## src/core/fpgate_pkg.sv

```systemverilog
// Purpose: Shared constants and carriers for the FP/SIMD fault gating core
// Assumes: 32-bit register port, 64-bit operand path
// Notes:   Offsets are word indices on the plain register port
package fpgate_pkg;

  // Register port offsets
  localparam logic [3:0] OFS_CTRL0  = 4'h0;  // control_reg_zero
  localparam logic [3:0] OFS_CTRL4  = 4'h1;  // control_reg_four
  localparam logic [3:0] OFS_FLAGS  = 4'h2;  // processor_flags_reg
  localparam logic [3:0] OFS_TBASE  = 4'h3;  // table_base_pointer_reg
  localparam logic [3:0] OFS_VTP    = 4'h4;  // vector_table_pointer
  localparam logic [3:0] OFS_GDP    = 4'h5;  // global_descriptor_pointer
  localparam logic [3:0] OFS_MXCTL  = 4'h6;  // simd_fp_control_status
  localparam logic [3:0] OFS_STATUS = 4'h7;  // read-only core status

  // control_reg_zero bit positions
  localparam int PE_BIT = 0;   // protection_on_bit
  localparam int MP_BIT = 1;   // monitor_coprocessor_bit
  localparam int EM_BIT = 2;   // fpu_trap_all_bit
  localparam int TS_BIT = 3;   // task_switched_flag
  localparam int NE_BIT = 5;   // native_fp_error_bit
  localparam int PG_BIT = 31;  // translation_on_bit
  // control_reg_four bit positions
  localparam int OSVS_BIT = 9;   // os_saves_vector_state
  localparam int OSXF_BIT = 10;  // os_handles_simd_fp_faults
  // processor_flags_reg bit position
  localparam int IRQ_ALLOW_BIT = 9;  // maskable_irq_allow
  // simd_fp_control_status: flags in 5:0, masks in 12:7
  localparam int MX_FLAG_LSB = 0;
  localparam int MX_MASK_LSB = 7;
  localparam int MX_EXC_W    = 6;

  // Writable bit masks and reset values
  localparam logic [31:0] CTRL0_WMASK = 32'h8000_002f;
  localparam logic [31:0] CTRL4_WMASK = 32'h0000_0600;
  localparam logic [31:0] FLAGS_WMASK = 32'h0000_0200;
  localparam logic [31:0] MXCTL_WMASK = 32'h0000_1fbf;
  localparam logic [31:0] CTRL0_RST   = 32'h0000_0000;
  localparam logic [31:0] CTRL4_RST   = 32'h0000_0000;
  localparam logic [31:0] FLAGS_RST   = 32'h0000_0002;
  localparam logic [31:0] MXCTL_RST   = 32'h0000_1f80;
  localparam logic [63:0] MEDIA_RST   = 64'h0000_0000_0000_0000;
  localparam logic [15:0] X87_RST     = 16'h0000;

  // Instruction classes seen at decode
  typedef enum logic [3:0] {
    CLS_NONE, CLS_X87, CLS_FP_SYNC, CLS_FP_CLEAR, CLS_MEDIA, CLS_SIMD,
    CLS_VEC_SAVE, CLS_VEC_RESTORE, CLS_MODEL_RD, CLS_MODEL_WR
  } instr_cls_t;

  // Fault outcome
  typedef enum logic [2:0] {
    FLT_NONE, FLT_DEV_UNAVAIL, FLT_INVALID_OP, FLT_FP_PENDING, FLT_SIMD_FP
  } fault_t;

  // Decoded instruction
  typedef struct packed {
    logic                valid;
    instr_cls_t          cls;
    logic [MX_EXC_W-1:0] exc;    // raised FP exception flags
    logic [3:0]          index;  // model register index
    logic [63:0]         data;   // operand
  } instr_t;

  // Retire result
  typedef struct packed {
    logic        valid;
    fault_t      fault;
    logic [63:0] data;
  } result_t;

endpackage

```

## src/core/fault_select.sv

```systemverilog
// Purpose: Chooses the fault for one decoded instruction
// Assumes: Control words are the committed values of this cycle
// Notes:   Pure combinational; the caller registers the answer
`timescale 1ns/10ps
`default_nettype none
module fault_select import fpgate_pkg::*; (
  input  wire logic [31:0] ctrl0,
  input  wire logic [31:0] ctrl4,
  input  wire logic [31:0] mxctl,
  input  wire instr_t      instr,
  output var  fault_t      fault
);

  // Unmasked exceptions among those raised
  logic [MX_EXC_W-1:0] unmasked;  // Raised and not masked
  assign unmasked = instr.exc & ~mxctl[MX_MASK_LSB +: MX_EXC_W];

  // Priority per class
  always_comb begin
    fault = FLT_NONE;
    case (instr.cls)
      // [RULE1] wait with lazy switch
      CLS_FP_SYNC: begin
        if (ctrl0[MP_BIT] && ctrl0[TS_BIT]) fault = FLT_DEV_UNAVAIL;
      end
      CLS_X87: begin
        // [RULE2] trap all x87
        if (ctrl0[EM_BIT]) fault = FLT_DEV_UNAVAIL;
        // [RULE3] native error report
        else if (|unmasked && ctrl0[NE_BIT]) fault = FLT_FP_PENDING;
      end
      // [RULE5] media blocked by trap
      CLS_MEDIA: begin
        if (ctrl0[EM_BIT]) fault = FLT_INVALID_OP;
      end
      CLS_SIMD: begin
        // [RULE8] simd blocked by trap
        if (ctrl0[EM_BIT]) fault = FLT_INVALID_OP;
        // [RULE10] needs vector save enable
        else if (!ctrl4[OSVS_BIT]) fault = FLT_INVALID_OP;
        // [RULE12] simd fault delivery
        else if (|unmasked) begin
          fault = ctrl4[OSXF_BIT] ? FLT_SIMD_FP : FLT_INVALID_OP;
        end
      end
      // [RULE9] save/restore gets device fault
      CLS_VEC_SAVE, CLS_VEC_RESTORE: begin
        if (ctrl0[EM_BIT]) fault = FLT_DEV_UNAVAIL;
      end
      default: fault = FLT_NONE;
    endcase
  end

endmodule
`default_nettype wire

```

## src/core/model_reg_bank.sv

```systemverilog
// Purpose: Model-specific register storage
// Assumes: Only the instruction path reaches it
// Notes:   Contents are not reset; a written flag hides stale data
`timescale 1ns/10ps
`default_nettype none
module model_reg_bank import fpgate_pkg::*; #(
  parameter int REGS = 16
) (
  input  wire logic        clk,
  input  wire logic        rst_b,
  input  wire logic        ce,
  input  wire logic        wr,
  input  wire logic [3:0]  index,
  input  wire logic [63:0] wdata,
  output logic      [63:0] rdata
);

  // Refuse sizes the 4-bit index cannot serve
  initial begin
    if (REGS < 1 || REGS > 16) $error("model_reg_bank: REGS out of range");
  end

  // Storage and written flags
  logic [REGS-1:0][63:0] mem_reg;      // Unreset contents
  logic [REGS-1:0]       written_reg;  // Set once configured
  logic                  hit;          // Index in range
  assign hit = 32'(index) < REGS;

  // [RULE15] contents left unset
  always_ff @(posedge clk) begin
    if (ce && wr && hit) mem_reg[index] <= wdata;
  end

  // Written flags need a defined start
  always_ff @(posedge clk or negedge rst_b) begin
    if (!rst_b) begin
      written_reg <= '0;
    end else if (ce && wr && hit) begin
      written_reg[index] <= 1'b1;
    end
  end

  // Unconfigured or absent entries read zero
  assign rdata = (hit && written_reg[index]) ? mem_reg[index] : 64'h0;

endmodule
`default_nettype wire

```

## src/core/fpgate_core.sv

```systemverilog
// Purpose: Control-bit gating of FP, media and SIMD instructions plus
//          startup mode enables and interrupt acceptance
// Assumes: One clock; inputs synchronous; init is a one-cycle pulse
// Notes:   Control registers live on the plain register port; model
//          registers only on the instruction path
//
// Notes on behaviour
// [RULE1] Wait with monitor and switched: device fault
// [RULE2] Trap-all bit makes x87 device fault
// [RULE3] Native error: unmasked x87 gives pending fault
// [RULE4] Otherwise raise external error indication pin
// [RULE5] Trap-all bit makes media invalid opcode
// [RULE6] Reset clears all media state
// [RULE7] INIT keeps media state
// [RULE8] Trap-all makes SIMD invalid, except save/restore
// [RULE9] Save/restore under trap-all: device fault
// [RULE10] SIMD needs vector save enable bit
// [RULE11] Save/restore carries SIMD, media, x87 state
// [RULE12] Handler bit routes SIMD faults to SIMD fault
// [RULE13] SIMD mask bits software read/write
// [RULE14] Model registers only via model ops
// [RULE15] Model registers not reset
// [RULE16] Unmaskable interrupt always accepted
// [RULE17] System logic blocks unmaskable interrupt early
// [RULE18] Maskable interrupts need allow flag
// [RULE19] Pointers loaded, then protection bit enters
// [RULE20] Translation only once protected
// [RULE21] Walk starts from table base register
// [RULE22] Software enters protected before long mode
// [RULE23] Faults use committed bits at decode
//
// Implementation choices: the register offsets and the strobed register port.
`timescale 1ns/10ps
`default_nettype none
module fpgate_core import fpgate_pkg::*; #(
  parameter int MODEL_REGS = 16
) (
  input  wire logic        clk,
  input  wire logic        rst_b,
  input  wire logic        ce,
  input  wire logic        init,
  input  wire logic [3:0]  reg_addr,
  input  wire logic [31:0] reg_wdata,
  input  wire logic        reg_wr,
  input  wire logic        reg_rd,
  output logic      [31:0] reg_rdata,
  input  wire instr_t      instr,
  output result_t          result,
  output logic             fp_error_ext,
  input  wire logic        irq_req,
  input  wire logic        nmi_req,
  output logic             irq_take,
  output logic             nmi_take,
  output logic             protected_on,
  output logic             paging_on,
  output logic      [31:0] walk_base
);

  // Refuse model bank sizes the index cannot reach
  initial begin
    if (MODEL_REGS < 1 || MODEL_REGS > 16) begin
      $error("fpgate_core: MODEL_REGS out of range");
    end
  end

  // Whole core state
  typedef struct packed {
    logic [31:0] ctrl0;      // control_reg_zero
    logic [31:0] ctrl4;      // control_reg_four
    logic [31:0] flags;      // processor_flags_reg
    logic [31:0] tbase;      // table_base_pointer_reg
    logic [31:0] vtp;        // vector_table_pointer
    logic [31:0] gdp;        // global_descriptor_pointer
    logic [31:0] mxctl;      // simd_fp_control_status
    logic        vtp_ld;     // Vector table pointer loaded
    logic        gdp_ld;     // Descriptor pointer loaded
    logic [63:0] media;      // 64-bit media state
    logic [63:0] simd;       // SIMD register state
    logic [15:0] x87;        // x87 status state
    logic [63:0] img_media;  // Saved image
    logic [63:0] img_simd;
    logic [15:0] img_x87;
    logic [31:0] img_mxctl;
    logic        ferr;       // External error indication
    result_t     res;        // Retire result
    logic [31:0] rdata;      // Register read data
    logic        irq_take;   // Maskable accept pulse
    logic        nmi_take;   // Unmaskable accept pulse
  } state_t;

  state_t      st_reg;     // Registered state
  state_t      st_next;    // Next state
  fault_t      fault;      // Fault for current instruction
  logic [63:0] model_rd;   // Model bank read data
  logic        model_wr;   // Model bank write strobe
  logic        ok;         // Instruction retires without fault

  // Merge helper for masked writes
  function automatic logic [31:0] merge(input logic [31:0] old,
                                        input logic [31:0] val,
                                        input logic [31:0] msk);
    merge = (old & ~msk) | (val & msk);
  endfunction

  // [RULE23] committed bits at decode
  fault_select u_fault (
    .ctrl0 (st_reg.ctrl0),
    .ctrl4 (st_reg.ctrl4),
    .mxctl (st_reg.mxctl),
    .instr (instr),
    .fault (fault)
  );

  assign ok       = instr.valid && (fault == FLT_NONE);
  // [RULE14] only model write op reaches bank
  assign model_wr = ok && (instr.cls == CLS_MODEL_WR);

  // Model bank, kept off the register port on purpose
  model_reg_bank #(
    .REGS (MODEL_REGS)
  ) u_model (
    .clk   (clk),
    .rst_b (rst_b),
    .ce    (ce),
    .wr    (model_wr),
    .index (instr.index),
    .wdata (instr.data),
    .rdata (model_rd)
  );

  // Next-state logic
  always_comb begin
    logic [31:0] c0;  // Candidate control word
    c0      = 32'h0;
    st_next = st_reg;
    st_next.irq_take  = 1'b0;
    st_next.nmi_take  = 1'b0;
    st_next.res.valid = 1'b0;
    st_next.rdata     = 32'h0;

    // Register writes
    if (reg_wr) begin
      case (reg_addr)
        OFS_CTRL0: begin
          c0 = merge(st_reg.ctrl0, reg_wdata, CTRL0_WMASK);
          // [RULE19] protection needs both pointers
          if (!st_reg.ctrl0[PE_BIT] && !(st_reg.vtp_ld && st_reg.gdp_ld)) begin
            c0[PE_BIT] = 1'b0;
          end
          // [RULE20] translation only when protected
          if (!c0[PE_BIT]) c0[PG_BIT] = 1'b0;
          st_next.ctrl0 = c0;
        end
        OFS_CTRL4: st_next.ctrl4 = merge(st_reg.ctrl4, reg_wdata, CTRL4_WMASK);
        OFS_FLAGS: st_next.flags = merge(st_reg.flags, reg_wdata, FLAGS_WMASK);
        OFS_TBASE: st_next.tbase = reg_wdata;
        OFS_VTP: begin
          st_next.vtp    = reg_wdata;
          st_next.vtp_ld = 1'b1;
        end
        OFS_GDP: begin
          st_next.gdp    = reg_wdata;
          st_next.gdp_ld = 1'b1;
        end
        // [RULE13] masks writable by software
        OFS_MXCTL: st_next.mxctl = merge(st_reg.mxctl, reg_wdata, MXCTL_WMASK);
        default: ;  // Unmapped or read-only: ignored
      endcase
    end

    // Register reads, answered next cycle
    if (reg_rd) begin
      case (reg_addr)
        OFS_CTRL0:  st_next.rdata = st_reg.ctrl0;
        OFS_CTRL4:  st_next.rdata = st_reg.ctrl4;
        OFS_FLAGS:  st_next.rdata = st_reg.flags;
        OFS_TBASE:  st_next.rdata = st_reg.tbase;
        OFS_VTP:    st_next.rdata = st_reg.vtp;
        OFS_GDP:    st_next.rdata = st_reg.gdp;
        OFS_MXCTL:  st_next.rdata = st_reg.mxctl;
        OFS_STATUS: st_next.rdata = {28'h0, st_reg.ferr, st_reg.gdp_ld,
                                     st_reg.vtp_ld, st_reg.ctrl0[PE_BIT]};
        default:    st_next.rdata = 32'h0;
      endcase
    end

    // Instruction retire
    if (instr.valid) begin
      st_next.res.valid = 1'b1;
      st_next.res.fault = fault;
      st_next.res.data  = 64'h0;
      if (ok) begin
        case (instr.cls)
          CLS_X87: begin
            st_next.x87 = instr.data[15:0];
            // [RULE4] external error indication
            if (|(instr.exc & ~st_reg.mxctl[MX_MASK_LSB +: MX_EXC_W])) begin
              st_next.ferr = 1'b1;
            end
          end
          // Clears the pin; exception flags raised by this op are ignored
          CLS_FP_CLEAR: st_next.ferr = 1'b0;
          CLS_MEDIA: st_next.media = instr.data;
          CLS_SIMD: begin
            st_next.simd = instr.data;
            // Sticky flags, set on top of the old ones
            st_next.mxctl[MX_FLAG_LSB +: MX_EXC_W] =
              st_reg.mxctl[MX_FLAG_LSB +: MX_EXC_W] | instr.exc;
          end
          // [RULE11] save all three states
          CLS_VEC_SAVE: begin
            st_next.img_media = st_reg.media;
            st_next.img_simd  = st_reg.simd;
            st_next.img_x87   = st_reg.x87;
            st_next.img_mxctl = st_reg.mxctl;
          end
          // [RULE11] restore all three states
          CLS_VEC_RESTORE: begin
            st_next.media = st_reg.img_media;
            st_next.simd  = st_reg.img_simd;
            st_next.x87   = st_reg.img_x87;
            st_next.mxctl = st_reg.img_mxctl;
          end
          // [RULE14] model read op
          CLS_MODEL_RD: st_next.res.data = model_rd;
          default: ;
        endcase
      end else if (fault == FLT_FP_PENDING || fault == FLT_SIMD_FP) begin
        // Record raised SIMD flags on a SIMD FP fault too, not on invalid opcode
        if (instr.cls == CLS_SIMD) begin
          st_next.mxctl[MX_FLAG_LSB +: MX_EXC_W] =
            st_reg.mxctl[MX_FLAG_LSB +: MX_EXC_W] | instr.exc;
        end
      end
    end

    // [RULE16] unmaskable always taken
    st_next.nmi_take = nmi_req;
    // [RULE18] maskable needs allow flag
    st_next.irq_take = irq_req && st_reg.flags[IRQ_ALLOW_BIT];

    // [RULE7] INIT resets control, keeps media and FP state
    if (init) begin
      st_next.ctrl0  = CTRL0_RST;
      st_next.ctrl4  = CTRL4_RST;
      st_next.flags  = FLAGS_RST;
      st_next.tbase  = 32'h0;
      st_next.vtp_ld = 1'b0;
      st_next.gdp_ld = 1'b0;
      st_next.ferr   = 1'b0;
      st_next.irq_take = 1'b0;
    end
  end

  // State register; clock enable freezes everything
  always_ff @(posedge clk or negedge rst_b) begin
    if (!rst_b) begin
      st_reg       <= '0;
      st_reg.ctrl0 <= CTRL0_RST;
      st_reg.ctrl4 <= CTRL4_RST;
      st_reg.flags <= FLAGS_RST;
      st_reg.mxctl <= MXCTL_RST;
      // [RULE6] media state fully cleared
      st_reg.media <= MEDIA_RST;
      st_reg.x87   <= X87_RST;
    end else if (ce) begin
      st_reg <= st_next;
    end
  end

  // Outputs straight from state
  assign reg_rdata    = st_reg.rdata;
  assign result       = st_reg.res;
  assign fp_error_ext = st_reg.ferr;
  assign irq_take     = st_reg.irq_take;
  assign nmi_take     = st_reg.nmi_take;
  assign protected_on = st_reg.ctrl0[PE_BIT];
  assign paging_on    = st_reg.ctrl0[PG_BIT];
  // [RULE21] walk base from table base
  assign walk_base    = st_reg.tbase;

endmodule
`default_nettype wire

```

## config.mk

```make
export PLATFORM = sky130hd
export DESIGN_NAME = fpgate_core
export DESIGN_NICKNAME = d
export VERILOG_FILES = /design/src/core/fpgate_pkg.sv /design/src/core/fault_select.sv /design/src/core/model_reg_bank.sv /design/src/core/fpgate_core.sv
export SDC_FILE = /design/constraint.sdc
export NUM_CORES = 1
export LEC_CHECK = 0
export ABC_AREA = 1
export BUFFER_PORTS_ARGS = -buffer_cell sky130_fd_sc_hd__buf_2
export CORE_MARGIN = 2
export CORE_UTILIZATION = 41
export CTS_CLUSTER_DIAMETER = 50
export DETAILED_ROUTE_END_ITERATION = 8
export PLACE_DENSITY = 0.71
export SLEW_MARGIN = 0
export SYNTH_ARGS = -nofsm -noshare
export SYNTH_HDL_FRONTEND = slang
export SYNTH_SLANG_ARGS = --single-unit
```

## constraint.sdc

```tcl
create_clock -name clk -period 6.6 [get_ports clk]
set_clock_uncertainty 0.1 [all_clocks]
set_input_delay 0.99 -clock clk [delete_from_list [all_inputs] [get_ports clk]]
set_output_delay 0.99 -clock clk [all_outputs]
set_load 0.05 [all_outputs]
```

==> metrics <==
power per cell area=roughly 310 mW/mm^2; Synth Area in Compound Gates=0.130; simple-gate portion of the synthesized area=0.0811; Synth top area share=0.597; Setup Buffers After CTS=0; HP Class=input port to async pin; Layout Nets=roughly 4100; clock tree buffer depth=3; CP Launch Type=flip-flop; leading area contributor after synthesis=edfxtp_1; wire length of the first global-routing pass=approximately 200 mm; metal2 WL=roughly 64 mm; Highest Signal Layer=met5; most common cell in the synthesized netlist=edfxtp_1; hold_buf cts=0; H-tree depth=4; input/output buffers=~260; Mapped Area=between 0.05 and 0.06 mm^2; Power Total=0.0182 W; Worst path max stage delay=0.56 ns; CTS tree=built; largest family of logic cells by synthesized area=compound AO/OA/AOI/OAI gates; cts repair resizes=0; RR Startpoint=st_reg[436]; routed len/inst=23.1 um; critical path class=flip-flop to flip-flop; share of post-route cells with drive strength above 1=0.144; total of max-cap violations=0; DRT met1 WL=53.2 mm; GPL Wtd Cong=approximately 0.88; pin count of the biggest net entering global routing=about 190; slew margin rel.=0.197; reg-to-reg endpoint=u_model.mem_reg[69]; Crit path max-delay family=simple AND/OR/NAND/NOR gates; Final period util=0.689; hpwl dp=around 75 mm; post-synthesis mux area share=0.00117; Rows=130; core footprint=between 0.1 and 0.15 mm^2; slowest CP cell=dfstp_2; CP Capture Type=flip-flop; leakage=21.6 nW; die extent in x=359 um; Post-DP Area=0.0537 mm^2; CP required=roughly 6.9 ns; Most Frequent Cell on Critical Path=nand2_1; met3 routed WL=around 12 mm; Tmin final=around 4.5 ns; post-synthesis sequential area ratio=0.738; Fillers=around 11000; GRT Util Overall=0.205; f_max=between 200 and 250 MHz; clk sinks=1315; CP arrival=between 4 and 5 ns; YS warnings=0; Final ANT Viol Nets=0; TritonRoute pass-1 iters=6; RSZ-0062 raised after global routing=false; Least-Margin Pin Slew=between 1 and 1.5 ns; post-route cell area=0.0586 mm^2; Top-Level Pins=260; Synth Area per Inst=between 10 and 15 um^2; main flop type after synthesis=edfxtp_1; CP Cell Sequence=inv_1 > nand2_1 > nand2_1 > nor2_1 > nand2_1 > nand2_1 > nor2_2 > nor2_8 > nand4_4 > nor2_8 > nand2_2 > buf_4 > nor2_4 > buf_4; clk_lat worst skew=around 0.8 ns; Cell variety after synth=34; Crit path depth=14; Synth Register Bits=1315; root buf cell=clkbuf_16; Die Y=359 um; Worst R2R Setup Slack=2.05 ns; Post-Synthesis Cells=3911; Hold Vio Cnt, Final=0; Setup TNS=0 ns; die footprint=approximately 0.13 mm^2; commonest cells in the synthesized netlist=1024 x edfxtp_1, 821 x nand2_1, 514 x a22oi_1; peak supply drop=between 0.2 and 0.3 mV; area grow syn2layout=13.6%; via count=32541; vias per cell=~5.6; starting density of the core=0.411; Worst Path Buf+Inv=3; Synth Area in Adders=0; initial antenna violation count=14; Area contributors post-synth=edfxtp_1 60%, dfrtp_1 14%, a22oi_1 7.5%; CTS Buf Count=between 100 and 150; FF-to-FF path depth=14; Mapped Nets=between 4000 and 5000; Residual DRC=0; post-synthesis xor/xnor area fraction=0; Overflow after GRT=0; number of synthesized flops with an enable pin=1024; Slew Limit Fails=0; vias in the first global route=~32000; total wire length=about 130 mm; DRT iter0 DRCs=roughly 3600; setup violators final=0; Async S/R FF share, synth=0.221; status=completed; max FFs per register=between 1000 and 1500; Max FO, Critical Path=35; CTS clk-pin slew, worst paths=0.06 ns
## worst max path at each step
stage / end / slack (ns) / from
floorplan: u_model.mem_reg[192] / -0.63 / instr[77]
global placement: u_model.mem_reg[85] / 1.41 / instr[77]
detailed placement: u_model.mem_reg[80] / 1.46 / instr[77]
CTS: u_model.mem_reg[74] / 2.08 / st_reg[436]
global route: u_model.mem_reg[74] / 1.73 / st_reg[436]
finish: u_model.mem_reg[69] / 2.05 / st_reg[436]
## power breakdown
group / total, W / leakage, nW / internal, W / switching [W]
registers: 0.00916 / 13.1 / 0.00908 / 0.0000830
logic: 0.00109 / 6.25 / 0.000273 / 0.000814
clock network: 0.00799 / 2.32 / 0.00465 / 0.00334
## cell families (layout without fill, tap and decap cells)
family          after synthesis  after routing
compound gates             1020           1020
buf+inv                     533            751
flops                      1315           1315
mux                           6              6
other cells                   0              2
simple gates               1037           1037
## per-layer routing
metal	GRT usage	vias up
met1	0.264	16180
met4	0.0811	10
met2	0.331	1555
li1	-	14518
met5	0	-
met3	0.0526	278
## placed cells by master (no fill, tap or decap), types with 24 or more instances in the layout
cell type  count
a21oi_1       74
a221oi_1      24
a22oi_1      514
buf_2        258
buf_4         59
clkbuf_1      27
clkbuf_16    146
dfrtp_1      284
edfxtp_1    1024
inv_1        155
nand2_1      816
nand3_1      144
nor2_1        34
o211ai_1      64
o21ai_0      256
o21ai_1       50
## through the flow
step | util | hold slack, ns | instances | setup slack, ns
global route | 0.468 | 0.304 | 5781 | 1.73
global placement | 0.429 | 0.341 | 5519 | 1.41
CTS | 0.468 | 0.243 | 5779 | 2.08
finish | 0.468 | 0.263 | 5781 | 2.05
detailed placement | 0.429 | 0.348 | 5519 | 1.46
floorplan | - | 0.327 | 3911 | -0.634
## layout make-up
| class | count | area [um^2] | share of cell area |
|---|---|---|---|
| clock buffers | 185 | 3920 | 0.0669 |
| inverters | 166 | 638 | 0.0109 |
| repair buffers | 325 | 1890 | 0.0323 |
| multi-input cells | 2063 | 11100 | 0.190 |
| flip-flops and latches | 1315 | 38000 | 0.650 |
| diodes | 2 | 5.00 | 0.0000855 |
| clock inverters | 75 | 883 | 0.0151 |
| well taps | 1650 | 2060 | 0.0353 |
No activity file was read; power rests on OpenSTA's default activity.
